File: config.mk
export PLATFORM = sky130hd
export DESIGN_NAME = t24_timer
export DESIGN_NICKNAME = d
export VERILOG_FILES = /design/src/hw/t24_capture.v /design/src/hw/t24_timer.v
export VERILOG_INCLUDE_DIRS = /design/src /design/src/hw
export SDC_FILE = /design/constraint.sdc
export NUM_CORES = 1
export LEC_CHECK = 0
export BUFFER_PORTS_ARGS = -buffer_cell sky130_fd_sc_hd__buf_4
export CAP_MARGIN = 20
export CORE_MARGIN = 2
export CORE_UTILIZATION = 30
export CTS_CLUSTER_SIZE = 8
export DETAILED_ROUTE_END_ITERATION = 12
export SYNTH_ARGS = -nofsm -noshare
export SYNTH_HDL_FRONTEND = slang
export SYNTH_SLANG_ARGS = --single-unit
export TNS_END_PERCENT = 1
File: constraint.sdc
create_clock -name pclk -period 4.9 [get_ports pclk]
set_clock_uncertainty 0.1 [all_clocks]
set_input_delay 0.49 -clock pclk [delete_from_list [all_inputs] [get_ports pclk]]
set_output_delay 0.49 -clock pclk [all_outputs]
set_load 0.01 [all_outputs]
File: src/hw/t24_defines.vh
// Register map, field positions and constants of the 24-bit timer
`ifndef T24_DEFINES_VH
`define T24_DEFINES_VH

// Register byte addresses
`define T24_ADDR_COUNT      32'hfff7fd00
`define T24_ADDR_CTRL       32'hfff7fd04
`define T24_ADDR_CAPVAL0    32'hfff7fd08
`define T24_ADDR_CAPVAL1    32'hfff7fd0c
`define T24_ADDR_CAPCTRL0   32'hfff7fd14
`define T24_ADDR_CAPCTRL1   32'hfff7fd18
`define T24_ADDR_PINIO      32'hfff7fd20
`define T24_ADDR_MATCHVAL   32'hfff7fd24
`define T24_ADDR_MATCHCTRL  32'hfff7fd2c

// Counter control fields
`define T24_DIV_HI          15
`define T24_DIV_LO          8
`define T24_SRC_BIT         2
`define T24_IRQEN_BIT       1
`define T24_FLAG_BIT        0
`define T24_DIV_FLOOR       8'h03
`define T24_CNT_MAX         24'hffffff

// Capture control fields
`define T24_CSEL_HI         5
`define T24_CSEL_LO         4
`define T24_EDGE_HI         3
`define T24_EDGE_LO         2
`define T24_EDGE_NONE       2'h0
`define T24_EDGE_RISE       2'h1
`define T24_EDGE_FALL       2'h2
`define T24_EDGE_BOTH       2'h3

// Capture pin register fields
`define T24_P0_DIR_BIT      0
`define T24_P0_OUT_BIT      1
`define T24_P0_IN_BIT       2
`define T24_P1_DIR_BIT      3
`define T24_P1_OUT_BIT      4
`define T24_P1_IN_BIT       5

// Reset values
`define T24_RST_DIV         8'h00
`define T24_RST_COUNT       24'h000000
`define T24_RST_DATA        32'h00000000

`endif

File: src/hw/t24_capture.v
// One input-capture channel: source select, edge detect, latch and flag
`include "t24_defines.vh"

module t24_capture (
    // Clock and reset
    input  wire        pclk,
    input  wire        presetn,
    // Capture sources: pin, serial receive 0, serial receive 1, sync pin
    input  wire [3:0]  sources,
    input  wire [23:0] count_now,
    // Register access
    input  wire        ctrl_wr,
    input  wire [5:0]  ctrl_wdata,
    input  wire        data_rd,
    output wire [5:0]  ctrl_rd,
    output wire [23:0] captured_value
);

    reg  [1:0]  capture_source_select_ff;
    reg  [1:0]  edge_select_ff;
    reg         capture_irq_enable_ff;
    reg         capture_event_flag_ff;
    reg  [23:0] captured_value_ff;
    reg  [3:0]  prev_sources_ff;
    wire        src_now;
    wire        src_prev;
    wire        rise;
    wire        fall;
    reg         hit;
    wire        flag_clr;
    wire        nxt_flag;

    // Every source keeps its own history so a select change makes no edge
    assign src_now  = sources[capture_source_select_ff];
    assign src_prev = prev_sources_ff[capture_source_select_ff];
    assign rise     = src_now & ~src_prev;
    assign fall     = ~src_now & src_prev;

    // Qualify the edge against the programmed trigger mode
    always @* begin
        case (edge_select_ff)
            `T24_EDGE_NONE: hit = 1'b0;
            `T24_EDGE_RISE: hit = rise;
            `T24_EDGE_FALL: hit = fall;
            `T24_EDGE_BOTH: hit = rise | fall;
            default:        hit = 1'b0;
        endcase
    end

    // Write-1 or a data read clears; a capture in the same cycle wins
    assign flag_clr = (ctrl_wr & ctrl_wdata[`T24_FLAG_BIT]) | data_rd;
    assign nxt_flag = hit | (capture_event_flag_ff & ~flag_clr);

    // Control, history and latch
    always @(posedge pclk or negedge presetn) begin
        if (!presetn) begin
            capture_source_select_ff <= 2'h0;
            edge_select_ff           <= `T24_EDGE_NONE;
            capture_irq_enable_ff    <= 1'b0;
            capture_event_flag_ff    <= 1'b0;
            captured_value_ff        <= `T24_RST_COUNT;
            prev_sources_ff          <= 4'h0;
        end else begin
            prev_sources_ff       <= sources;
            capture_event_flag_ff <= nxt_flag;
            if (ctrl_wr) begin
                capture_source_select_ff <=
                    ctrl_wdata[`T24_CSEL_HI:`T24_CSEL_LO];
                edge_select_ff <=
                    ctrl_wdata[`T24_EDGE_HI:`T24_EDGE_LO];
                capture_irq_enable_ff <=
                    ctrl_wdata[`T24_IRQEN_BIT];
            end
            if (hit) begin
                captured_value_ff <= count_now;
            end
        end
    end

    assign ctrl_rd = {capture_source_select_ff, edge_select_ff,
                      capture_irq_enable_ff, capture_event_flag_ff};
    assign captured_value = captured_value_ff;

endmodule

File: src/hw/t24_timer.v
// 24-bit timer with two capture channels, one compare channel, APB slave
//
// Contract
// Registers are 32-bit, word aligned, accept byte, half and word writes.
// All registers readable and writable in any mode; powerdown not here.
// Count value register returns current 24-bit count, read-only.
// Divider field 15:8 sets tick period to divider plus one clocks.
// Divider never below three; programmed values under 3 act as 3.
// Control bit 2 selects internal clock at 0, fault-0 input at 1.
// Control bit 1 is the wrap interrupt enable, reset to 0.
// Wrap flag bit 0 sets on wrap, write-1 clears, set wins.
// Each capture channel has a read-only 24-bit captured value.
// Capture select 5:4: pin, serial rx 0, serial rx 1, sync pin.
// Edge field 3:2: none, rising, falling, both edges.
// Capture control bit 1 is the capture interrupt enable, reset 0.
// Capture flag sets on capture; write-1 or data read clears.
// Pin direction bits 0 and 3: input at 0, output at 1.
// Pin drive bits 1 and 4 set output level, reset 0.
// Read-only level bits 2 and 5 return sampled pin levels.
// Compare value register holds writable 24-bit value, reset zero.
// Match flag sets on match; write-1 or value rewrite clears.
// Counter advances per tick and wraps all ones to zero.
// Qualifying capture edge latches current count into channel.
// Match event when count equals the compare value.
//
// The implementer's own choice: the APB slave port.
`include "t24_defines.vh"

module t24_timer (
    // Clock and reset
    input  wire        pclk,
    input  wire        presetn,
    // APB slave
    input  wire        psel,
    input  wire        penable,
    input  wire        pwrite,
    input  wire [31:0] paddr,
    input  wire [31:0] pwdata,
    input  wire [3:0]  pstrb,
    output wire [31:0] prdata,
    output wire        pready,
    output wire        pslverr,
    // External count clock and capture sources
    input  wire        fault0_in,
    input  wire        serial_receive_0,
    input  wire        serial_receive_1,
    input  wire        sync_pin,
    // Capture pin 0, two-way
    input  wire        cpin0_in,
    output wire        cpin0_out,
    output wire        cpin0_oe,
    // Capture pin 1, two-way
    input  wire        cpin1_in,
    output wire        cpin1_out,
    output wire        cpin1_oe
);

    ////////////////////////////////////////////////////////////////////////
    // Declarations

    reg  [31:0] prdata_ff;
    reg         pready_ff;
    reg         pslverr_ff;
    reg  [31:0] nxt_prdata;
    reg         nxt_pslverr;

    reg  [7:0]  tick_divider_ff;
    reg         clock_source_select_ff;
    reg         wrap_irq_enable_ff;
    reg         wrap_flag_ff;
    reg  [7:0]  div_count_ff;
    reg         fault0_prev_ff;
    reg  [23:0] count_value_ff;

    reg  [23:0] match_value_ff;
    reg         match_irq_enable_ff;
    reg         match_event_flag_ff;

    reg         cpin0_direction_ff;
    reg         cpin0_drive_ff;
    reg         cpin0_level_ff;
    reg         cpin1_direction_ff;
    reg         cpin1_drive_ff;
    reg         cpin1_level_ff;

    wire        wr_fire;
    wire        rd_fire;
    wire        wr_lane0;

    wire        wr_ctrl;
    wire        wr_match_val;
    wire        wr_match_ctrl;
    wire        wr_pin;
    wire        wr_cap0;
    wire        wr_cap1;

    wire        rd_cap0;
    wire        rd_cap1;

    wire [7:0]  eff_divider;
    wire        int_tick;
    wire        ext_tick;
    wire        tick;

    wire [23:0] nxt_count;
    wire        wrap_event;
    wire        match_event;

    wire        nxt_wrap_flag;
    wire        nxt_match_flag;
    wire [23:0] nxt_match_value;

    wire [5:0]  cap0_ctrl;
    wire [5:0]  cap1_ctrl;
    wire [23:0] cap0_value;
    wire [23:0] cap1_value;

    ////////////////////////////////////////////////////////////////////////
    // APB handshake

    // A transfer completes at the access edge with pready high
    assign wr_fire  = psel & penable & pready_ff & pwrite;
    assign rd_fire  = psel & penable & pready_ff & ~pwrite;
    assign wr_lane0 = wr_fire & pstrb[0];

    // Per-register write and read strobes; pin, match and capture control bits live in byte 0
    assign wr_ctrl       = wr_fire & (paddr == `T24_ADDR_CTRL);
    assign wr_match_val  = wr_fire & (paddr == `T24_ADDR_MATCHVAL);
    assign wr_match_ctrl = wr_lane0 & (paddr == `T24_ADDR_MATCHCTRL);
    assign wr_pin        = wr_lane0 & (paddr == `T24_ADDR_PINIO);
    assign wr_cap0       = wr_lane0 & (paddr == `T24_ADDR_CAPCTRL0);
    assign wr_cap1       = wr_lane0 & (paddr == `T24_ADDR_CAPCTRL1);

    assign rd_cap0       = rd_fire & (paddr == `T24_ADDR_CAPVAL0);
    assign rd_cap1       = rd_fire & (paddr == `T24_ADDR_CAPVAL1);

    // Read data is sampled in the setup cycle, so the read sees the state
    // one edge before completion; this costs no wait state
    always @* begin
        nxt_prdata  = `T24_RST_DATA;
        nxt_pslverr = 1'b0;
        case (paddr)
            `T24_ADDR_COUNT:     nxt_prdata[23:0] = count_value_ff;
            `T24_ADDR_CTRL: begin
                nxt_prdata[`T24_DIV_HI:`T24_DIV_LO] = tick_divider_ff;
                nxt_prdata[`T24_SRC_BIT]   = clock_source_select_ff;
                nxt_prdata[`T24_IRQEN_BIT] = wrap_irq_enable_ff;
                nxt_prdata[`T24_FLAG_BIT]  = wrap_flag_ff;
            end
            `T24_ADDR_CAPVAL0:   nxt_prdata[23:0] = cap0_value;
            `T24_ADDR_CAPVAL1:   nxt_prdata[23:0] = cap1_value;
            `T24_ADDR_CAPCTRL0:  nxt_prdata[5:0]  = cap0_ctrl;
            `T24_ADDR_CAPCTRL1:  nxt_prdata[5:0]  = cap1_ctrl;
            `T24_ADDR_PINIO: begin
                nxt_prdata[`T24_P0_DIR_BIT] = cpin0_direction_ff;
                nxt_prdata[`T24_P0_OUT_BIT] = cpin0_drive_ff;
                nxt_prdata[`T24_P0_IN_BIT]  = cpin0_level_ff;
                nxt_prdata[`T24_P1_DIR_BIT] = cpin1_direction_ff;
                nxt_prdata[`T24_P1_OUT_BIT] = cpin1_drive_ff;
                nxt_prdata[`T24_P1_IN_BIT]  = cpin1_level_ff;
            end
            `T24_ADDR_MATCHVAL:  nxt_prdata[23:0] = match_value_ff;
            `T24_ADDR_MATCHCTRL: begin
                nxt_prdata[`T24_IRQEN_BIT] = match_irq_enable_ff;
                nxt_prdata[`T24_FLAG_BIT]  = match_event_flag_ff;
            end
            default:             nxt_pslverr = 1'b1;
        endcase
    end

    // One-cycle answer: pready rises in the first access cycle
    always @(posedge pclk or negedge presetn) begin
        if (!presetn) begin
            pready_ff  <= 1'b0;
            pslverr_ff <= 1'b0;
            prdata_ff  <= `T24_RST_DATA;
        end else begin
            pready_ff  <= psel & ~penable & ~pready_ff;
            pslverr_ff <= psel & ~penable & nxt_pslverr;
            if (psel & ~penable & ~pwrite) begin
                prdata_ff <= nxt_prdata;
            end
        end
    end

    assign prdata  = prdata_ff;
    assign pready  = pready_ff;
    assign pslverr = pslverr_ff;

    ////////////////////////////////////////////////////////////////////////
    // Tick generation

    // Small divider values would let the counter outrun software
    assign eff_divider = (tick_divider_ff < `T24_DIV_FLOOR) ?
                         `T24_DIV_FLOOR : tick_divider_ff;
    assign int_tick    = (div_count_ff >= eff_divider);
    assign ext_tick    = fault0_in & ~fault0_prev_ff;
    assign tick        = clock_source_select_ff ?
                         ext_tick : int_tick;

    // Divider runs off the system clock; >= guards a shrunk divider value
    always @(posedge pclk or negedge presetn) begin
        if (!presetn) begin
            div_count_ff   <= 8'h00;
            fault0_prev_ff <= 1'b0;
        end else begin
            fault0_prev_ff <= fault0_in;
            if (int_tick) begin
                div_count_ff <= 8'h00;
            end else begin
                div_count_ff <= div_count_ff + 8'h01;
            end
        end
    end

    ////////////////////////////////////////////////////////////////////////
    // Counter, wrap and match

    assign nxt_count   = count_value_ff + 24'h000001;
    assign wrap_event  = tick & (count_value_ff == `T24_CNT_MAX);
    // Match only when the count lands on the value, not every idle cycle
    assign match_event = tick & (nxt_count == match_value_ff);

    // An event in the clearing cycle keeps its flag set

    assign nxt_wrap_flag = wrap_event |
        (wrap_flag_ff & ~(wr_ctrl & pstrb[0] &
                          pwdata[`T24_FLAG_BIT]));
    assign nxt_match_flag = match_event |
        (match_event_flag_ff &
         ~((wr_match_ctrl & pwdata[`T24_FLAG_BIT]) |
           (wr_match_val & (|pstrb[2:0]))));

    // Byte lanes of the compare value
    assign nxt_match_value = {
        pstrb[2] ? pwdata[23:16] : match_value_ff[23:16],
        pstrb[1] ? pwdata[15:8]  : match_value_ff[15:8],
        pstrb[0] ? pwdata[7:0]   : match_value_ff[7:0]};

    always @(posedge pclk or negedge presetn) begin
        if (!presetn) begin
            count_value_ff      <= `T24_RST_COUNT;
            wrap_flag_ff        <= 1'b0;
            match_event_flag_ff <= 1'b0;
            match_value_ff      <= `T24_RST_COUNT;
        end else begin
            wrap_flag_ff        <= nxt_wrap_flag;
            match_event_flag_ff <= nxt_match_flag;
            if (tick) begin
                count_value_ff <= nxt_count;
            end
            if (wr_match_val) begin
                match_value_ff <= nxt_match_value;
            end
        end
    end

    ////////////////////////////////////////////////////////////////////////
    // Control registers

    always @(posedge pclk or negedge presetn) begin
        if (!presetn) begin
            tick_divider_ff        <= `T24_RST_DIV;
            clock_source_select_ff <= 1'b0;
            wrap_irq_enable_ff     <= 1'b0;
            match_irq_enable_ff    <= 1'b0;
        end else begin
            if (wr_ctrl & pstrb[1]) begin
                tick_divider_ff <= pwdata[`T24_DIV_HI:`T24_DIV_LO];
            end
            if (wr_ctrl & pstrb[0]) begin
                clock_source_select_ff <= pwdata[`T24_SRC_BIT];
                wrap_irq_enable_ff     <= pwdata[`T24_IRQEN_BIT];
            end
            if (wr_match_ctrl) begin
                match_irq_enable_ff <= pwdata[`T24_IRQEN_BIT];
            end
        end
    end

    ////////////////////////////////////////////////////////////////////////
    // Capture pins

    // Levels are taken straight from the pins, which are clock-synchronous
    always @(posedge pclk or negedge presetn) begin
        if (!presetn) begin
            cpin0_direction_ff <= 1'b0;
            cpin0_drive_ff     <= 1'b0;
            cpin1_direction_ff <= 1'b0;
            cpin1_drive_ff     <= 1'b0;
            cpin0_level_ff     <= 1'b0;
            cpin1_level_ff     <= 1'b0;
        end else begin
            cpin0_level_ff <= cpin0_in;
            cpin1_level_ff <= cpin1_in;
            if (wr_pin) begin
                cpin0_direction_ff <= pwdata[`T24_P0_DIR_BIT];
                cpin0_drive_ff     <= pwdata[`T24_P0_OUT_BIT];
                cpin1_direction_ff <= pwdata[`T24_P1_DIR_BIT];
                cpin1_drive_ff     <= pwdata[`T24_P1_OUT_BIT];
            end
        end
    end

    assign cpin0_out = cpin0_drive_ff;
    assign cpin0_oe  = cpin0_direction_ff;

    assign cpin1_out = cpin1_drive_ff;
    assign cpin1_oe  = cpin1_direction_ff;

    ////////////////////////////////////////////////////////////////////////
    // Capture channels; each channel's pin A is its own capture pin

    t24_capture u_cap0 (
        .pclk           (pclk),
        .presetn        (presetn),
        .sources        ({sync_pin, serial_receive_1,
                          serial_receive_0, cpin0_in}),
        .count_now      (count_value_ff),
        .ctrl_wr        (wr_cap0),
        .ctrl_wdata     (pwdata[5:0]),
        .data_rd        (rd_cap0),
        .ctrl_rd        (cap0_ctrl),
        .captured_value (cap0_value)
    );

    t24_capture u_cap1 (
        .pclk           (pclk),
        .presetn        (presetn),
        .sources        ({sync_pin, serial_receive_1,
                          serial_receive_0, cpin1_in}),
        .count_now      (count_value_ff),
        .ctrl_wr        (wr_cap1),
        .ctrl_wdata     (pwdata[5:0]),
        .data_rd        (rd_cap1),
        .ctrl_rd        (cap1_ctrl),
        .captured_value (cap1_value)
    );

endmodule

==> run_results.csv, run 1 <==
group,metric,value,unit
flow_run,cap_violations,0,
floorplanning,ios,117,
hold_path,hold_path_class,"in2async",
power,vdd_ir_drop_max,0.2029,mV
timing,max_slew_margin,33.13,%
timing,hold_viol,0,
clock_network,clock_path_buffers,2,
detailed_routing,ant_nets,0,
layout,mostFrequentLayoutCell,"dfrtp_1",
layout,fin_nets,942,
synth,yosysWarnings,0,
clock_network,cts_resized,0,
placement,place_inst,1213,
clock_network,clkLatencyLatePin,430,ps
global_route,grt_start_max_net_pins,92,
placement,io_buffers,99,
timing,period_needed,3391,ps
layout,seq_area,4129,µm²
power,p_leak,4.676,nW
clock_network,cts_hold_buf,0,
synth,async_reset_ff_share,100.0,%
timing,slew_viol_final,0,
detailed_routing,vias,6566,
clock_network,cts_tree,"built",
layout,instances_no_fill,1246,
synth,synthCells,774,
clock_network,clkSlewWorstSetupHoldPaths,70,ps
detailed_routing,wl_per_cell,18.47,µm
synth,ys_seq_area_share,47.46,%
power,p_switching,750.7,µW
power,power_density,285.0,nW/µm²
detailed_routing,drt_wl_total,23020,µm
layout,antenna_cells,0,
synth,synth_cell_types,67,
global_route,met1_usage,21.88,%
layout,mostFrequentLayoutCells,"dfrtp_1 (165), buf_4 (107), mux2_2 (100)",
timing,setup_violations,0,
detailed_routing,drt_pass1_iterations,8,
placement,dp_hpwl,16400,µm
global_route,grt_antenna_before_repair,0,
global_route,use_met2,24.19,%
floorplanning,die-area,30380,µm²
clock_network,post_cts_buffers,0,
setup_path,start_kind,"primary input",
timing,rsz0062_at_grt,"no",
synth,synth_ff_type,"dfrtp_1",
setup_path,critPathKind,"in2reg",
timing,tightest_slew,999.3,ps
global_route,top_usage_layer,"met2",
floorplanning,die_w,174.3,µm
detailed_routing,vias_per_cell,5.270,
timing,fmaxAchievable,294.9,MHz
power,seqPwrFrac,48.2,%
layout,layout-drive-gt1-share,30.74,%
floorplanning,coreArea,28630,µm²
clock_network,cts_buffers,17,
global_route,global_route.usage.total,15.56,%
setup_path,required,5110,ps
synth,synth_edf_count,0,
synth,syn_area_per_cell,11.24,µm²
floorplanning,die_h,174.3,µm
setup_path,crit_arrival,3600,ps
global_route,grt_pass1_wl,37270,µm
layout,synthToLayoutAreaGrowth,19.08,%
layout,fillers,2839,
power,p_sw_share,25.42,%
clock_network,h-tree-depth,4,
timing,finalSetupTns,0,ps
layout,multi_input_area,4259,µm²
outcome,outcome,"finished clean",
timing,period_share,69.21,%
placement,place.gp.congestion,0.7894,
floorplanning,start_util,30.39,%
global_route,grt-ovfl-total,0,
power,p_clk_share,45.0,%
synth,synth-seq-cells,165,
detailed_routing,drc,0,
floorplanning,fp-row-count,62,
power,combPwrFrac,6.8,%
power,p_int,2.202,mW
setup_path,r2r_cells,9,
clock_network,clock-sinks,165,
detailed_routing,drtIter0Drc,648,
setup_path,cp_max_fo,14,
synth,synth_area,8700,µm²
clock_network,cts_root_buffer,"clkbuf_16",
global_route,first_global_vias,6576,
global_route,grt_use_met3,3.893,%
setup_path,crit_path_end_kind,"register",
## metal layers
layer / part of all wire (%) / up-vias
met5: 0 / -
met4: 0.99 / 0
met3: 6.9 / 15
met2: 46 / 222
met1: 46 / 3297
li1: - / 3032
## synth_stat cells (4+ instances only)
cell type  instances  area, µm²
dfrtp_1          165       4129
mux2_2           100       1126
nor2_1            42      157.7
clkbuf_1          40      150.1
xnor2_1           37      324.1
nand2_1           32      120.1
nand4_1           28      175.2
nand3_1           26      130.1
inv_1             23      86.33
a22o_1            21      183.9
xor2_1            18      157.7
a21oi_1           15      75.07
o21ai_0           15      75.07
ha_1              14      175.2
a22oi_1           13      97.59
and3_1            13      81.33
a221o_1           10      100.1
a222oi_1          10      100.1
a31oi_1           10      62.56
mux2i_1           10      100.1
buf_4              8      60.06
nand2b_1           8      50.05
or3_1              8      50.05
buf_1              7      26.28
nor2b_1            7      43.79
nor3_1             7      35.03
nor4_1             6      37.54
a21o_1             5      37.54
a221oi_1           5      43.79
mux4_2             4      90.09
nor4_2             4      50.05
o311ai_0           4      35.03
o31ai_1            4      30.03
## area by class of cell
cell class | instances | share of cell area (%)
clock buffer | 18 | 4.239
clock inverter | 14 | 1.389
inverter | 23 | 0.8333
multi-input combinational | 533 | 41.11
sequential | 165 | 39.86
tap | 384 | 4.638
timing repair buffer | 109 | 7.935
## kinds of logic after synthesis
| kind of cell | count (synthesis) | synth area share (%) |
|---|---|---|
| AND/OR/NAND/NOR | 203 | 13.49 |
| flip-flops | 165 | 47.46 |
| AO/OA/AOI/OAI | 139 | 12.18 |
| multiplexers | 114 | 15.13 |
| buffers and inverters | 83 | 4.142 |
| XOR/XNOR | 55 | 5.537 |
| adder cells (fa/ha/maj) | 14 | 2.014 |
| other | 1 | 0.04311 |
## power groups by stage
| stage | Combinational, mW | Clock (mW) | Sequential, mW |
|---|---|---|---|
| 6_report | 0.202 | 1.33 | 1.42 |
| 5_1_grt | 0.222 | 1.42 | 1.42 |
| 4_1_cts | 0.205 | 1.35 | 1.42 |
| 3_5_place_dp | 0.204 | 0 | 1.45 |
| 3_3_place_gp | 0.201 | 0 | 1.45 |
| 2_1_floorplan | 0.0969 | 0 | 1.43 |
## path summary, 6_finish.rpt
path	startpoint	endpoint	slack, ps
setup reg to reg	tick_divider_ff[2]$_DFFE_PN0P_	count_value_ff[13]$_DFFE_PN0P_	1890
setup / recovery	paddr[1]	match_value_ff[7]$_DFFE_PN0P_	1510
max in group asynchronous	presetn	wrap_flag_ff$_DFF_PN0_	3620
hold / removal	presetn	match_value_ff[6]$_DFFE_PN0P_	30
hold reg to reg	pready$_DFF_PN0_	pready$_DFF_PN0_	360
min in group pclk	cpin1_in	u_cap1.prev_sources_ff[0]$_DFF_PN0_	70
## sequential cells by signal (all words and copies together) (netlist names), 2 cells and up
register                         count
count_value_ff                      24
div_count_ff                         8
match_value_ff                      24
prdata                              24
tick_divider_ff                      8
u_cap0.capture_source_select_ff      2
u_cap0.captured_value               24
u_cap0.edge_select_ff                2
u_cap0.prev_sources_ff               2
u_cap1.capture_source_select_ff      2
u_cap1.captured_value               24
u_cap1.edge_select_ff                2
u_cap1.prev_sources_ff               3
## stage by stage
step | cell area [µm²] | power (mW) | setup slack (ps) | utilization, % | hold slack [ps]
2_1_floorplan | 8726 | 1.524 | 1759 | - | 94.41
3_3_place_gp | 9769 | 1.648 | 1104 | 34.13 | 338.9
3_5_place_dp | 9769 | 1.651 | 1070 | 34.13 | 350.7
4_1_cts | 10350 | 2.980 | 1509 | 36.17 | 58.56
5_1_grt | 10360 | 3.065 | 1345 | 36.19 | 49.05
6_report | 10360 | 2.953 | 1509 | 36.19 | 28.62
## critical path, cell delays in order
cell and delay (ps):
buf_4 110, or4b_1 520, or4_1 660, or3_1 760, nor3_4 660, mux2_2 400
No activity file was read; power rests on OpenSTA's default activity.
==> inputs of run 2 (changes only) <==
clock period = 3.2 ns   (was 4.9 ns; I/O delays follow)
==> run 2 against run 1 <==
  * Sequential share of layout area is 1.5 points lower
  * Setup slack worse by 1100 ps
  * Non-clock buffer count is 40 higher
  * Clock-buffer cell count is 3 higher
  * Critical path depth is 1 higher
  * Global-route usage is 0.15 points higher
  * Wire length is 1.7% higher
  * Register-to-register slack worse by 1500 ps
  * Cell area is 4.0% higher
  * First-iteration DRC count is 18% lower
  * Sequential cell count stayed put
  * Largest power group is now the clock network
==> run_results.csv, run 2 (synthesized netlist as in run 1, its figures left out) <==
group,metric,value,unit
outcome,outcome,"finished clean",
clock_network,clkSlewWorstSetupHoldPaths,70,ps
hold_path,min_path_cells,2,
global_route,grt_antenna_before_repair,0,
clock_network,h-tree-depth,4,
layout,fillers,2804,
layout,mostFrequentLayoutCell,"dfrtp_1",
setup_path,start_kind,"register",
global_route,met1_usage,22.49,%
clock_network,clock-sinks,165,
layout,synthToLayoutAreaGrowth,23.83,%
setup_path,critPathMaxStageDelay,680,ps
global_route,grt_use_met3,3.040,%
global_route,grt-ovfl-total,0,
setup_path,r2r_cells,7,
layout,layout-drive-gt1-share,32.74,%
global_route,grt_start_max_net_pins,76,
global_route,top_usage_layer,"met2",
hold_path,hold_path_class,"in2reg",
timing,period_needed,2776,ps
floorplanning,ios,117,
timing,fmaxAchievable,360.2,MHz
layout,mostFrequentLayoutCells,"dfrtp_1 (165), buf_4 (136), mux2_2 (100)",
timing,period_share,86.76,%
global_route,global_route.usage.total,15.71,%
hold_path,hp-start,"pwdata[20]",
floorplanning,die_h,174.3,µm
setup_path,r2r_end,"match_event_flag_ff$_DFF_PN0_",
clock_network,clock_path_buffers,2,
timing,rsz0062_at_grt,"no",
layout,multi_input_area,4244,µm²
setup_path,crit_slowest_cell,"or4b_2",
power,p_leak,4.912,nW
global_route,use_met2,24.32,%
floorplanning,die-area,30380,µm²
detailed_routing,vias,6687,
clock_network,cts_tree,"built",
floorplanning,coreArea,28630,µm²
setup_path,critPathKind,"reg2reg",
detailed_routing,drc,0,
detailed_routing,wl_per_cell,18.21,µm
clock_network,clkLatencyLatePin,430,ps
timing,max_slew_margin,42.44,%
detailed_routing,drt_wl_total,23400,µm
setup_path,crit_path_end_kind,"register",
timing,slew_viol_final,0,
placement,place.gp.congestion,0.8163,
layout,seq_area,4129,µm²
detailed_routing,ant_nets,0,
detailed_routing,drtIter0Drc,529,
timing,hold_viol,0,
setup_path,cp_max_fo,9,
placement,dp_hpwl,17150,µm
hold_path,hold_end,"match_value_ff[20]$_DFFE_PN0P_",
floorplanning,fp-row-count,62,
power,power_density,439.6,nW/µm²
floorplanning,die_w,174.3,µm
setup_path,rr_startpoint,"count_value_ff[1]$_DFFE_PN0P_",
timing,setup_violations,0,
clock_network,cts_root_buffer,"clkbuf_16",
layout,antenna_cells,0,
timing,tightest_slew,863.2,ps
power,power,4.735,mW
detailed_routing,drt_pass1_iterations,5,
global_route,first_global_vias,6610,
placement,io_buffers,99,
clock_network,cts_resized,0,
setup_path,required,3440,ps
setup_path,crit_arrival,3020,ps
clock_network,post_cts_buffers,0,
power,vdd_ir_drop_max,0.3418,mV
timing,finalSetupTns,0,ps
layout,fin_nets,982,
setup_path,cp_common_cell,"nand4_1",
global_route,grt_pass1_wl,37360,µm
flow_run,cap_violations,0,
detailed_routing,vias_per_cell,5.204,
setup_path,r2r_slack,420,ps
setup_path,crit_chain,"ha_1, nand4_1, or3_1, or4b_2, a32oi_1, nand4_1, o21ai_0",
clock_network,cts_buffers,17,
floorplanning,start_util,30.39,%
[run 2: changes by cell type in the layout (fill, tap and decap cells not counted), sizes merged]
| cell | delta |
|---|---|
| buf | +34 |
| dlygate4sd3 | +7 |
| bufinv | +3 |
| clkinv | -3 |
| clkbuf | +2 |
| clkinvlp | -2 |
| inv | -2 |
[run 2: repair_timing]
action,in CTS,in global routing
endpoints found under the setup margin,0,0
endpoints found under the hold margin,78,0
hold buffers,7,0
[run 2: power by group]
| part | internal, mW | total, mW | leakage [nW] | switching (mW) |
|---|---|---|---|---|
| registers | 2.12 | 2.16 | 2.25 | 0.0373 |
| logic | 0.160 | 0.357 | 2.36 | 0.197 |
| clock network | 1.36 | 2.22 | 0.306 | 0.867 |
[run 2: layout make-up]
type | count | area share [%]
Clock buffer | 21 | 4.274
Inverter | 23 | 0.8014
Timing Repair Buffer | 149 | 11.16
Clock inverter | 10 | 1.580
Multi-Input combinational cell | 533 | 39.40
Tap cell | 384 | 4.460
Sequential cell | 165 | 38.33
[run 2: per-layer routing]
metal	vias to the layer above	share of wire, %	wire length [µm]
met5	-	0	0
met4	0	0.97	227
met3	21	5.6	1322
met2	212	46	10830
met1	3355	47	11030
li1	3099	-	-
[run 2: critical path, delay by kind of cell (launching register included)]
kind / cells / cell delay [ps]
AOI/OAI and AO/OA: 2 / 400
adders and majority gates: 1 / 330
DFF: 1 / 520
and+or+nand+nor: 4 / 1340
[run 2: worst max-delay path by stage]
stage                                                        to  slack, ps  cells after the start                                            from
after floorplan                   match_value_ff[0]$_DFFE_PN0P_        230                      8                                        paddr[1]
after global placement           tick_divider_ff[2]$_DFFE_PN0P_        100                      9                                        paddr[1]
after detailed placement         tick_divider_ff[2]$_DFFE_PN0P_         50                      9                                        paddr[1]
after CTS                 u_cap0.captured_value[10]$_DFFE_PN0P_        400                      7  u_cap0.capture_source_select_ff[0]$_DFFE_PN0P_
after global routing              match_event_flag_ff$_DFF_PN0_        110                      7                   count_value_ff[1]$_DFFE_PN0P_
final                             match_event_flag_ff$_DFF_PN0_        420                      7                   count_value_ff[1]$_DFFE_PN0P_
[run 2: through the flow]
stage          cells  cell area [µm²]  hold WS [ps]  setup slack (ps)  utilization, %
6_report        1285            10770         24.58             423.6           37.63
5_1_grt         1285            10770         11.03             114.7           37.63
4_1_cts         1285            10770         7.060             403.1           37.63
3_5_place_dp    1247            10070         303.1             52.71           35.19
3_3_place_gp    1247            10070         297.1             103.3           35.19
2_1_floorplan    781             8726        -75.59             229.4               -
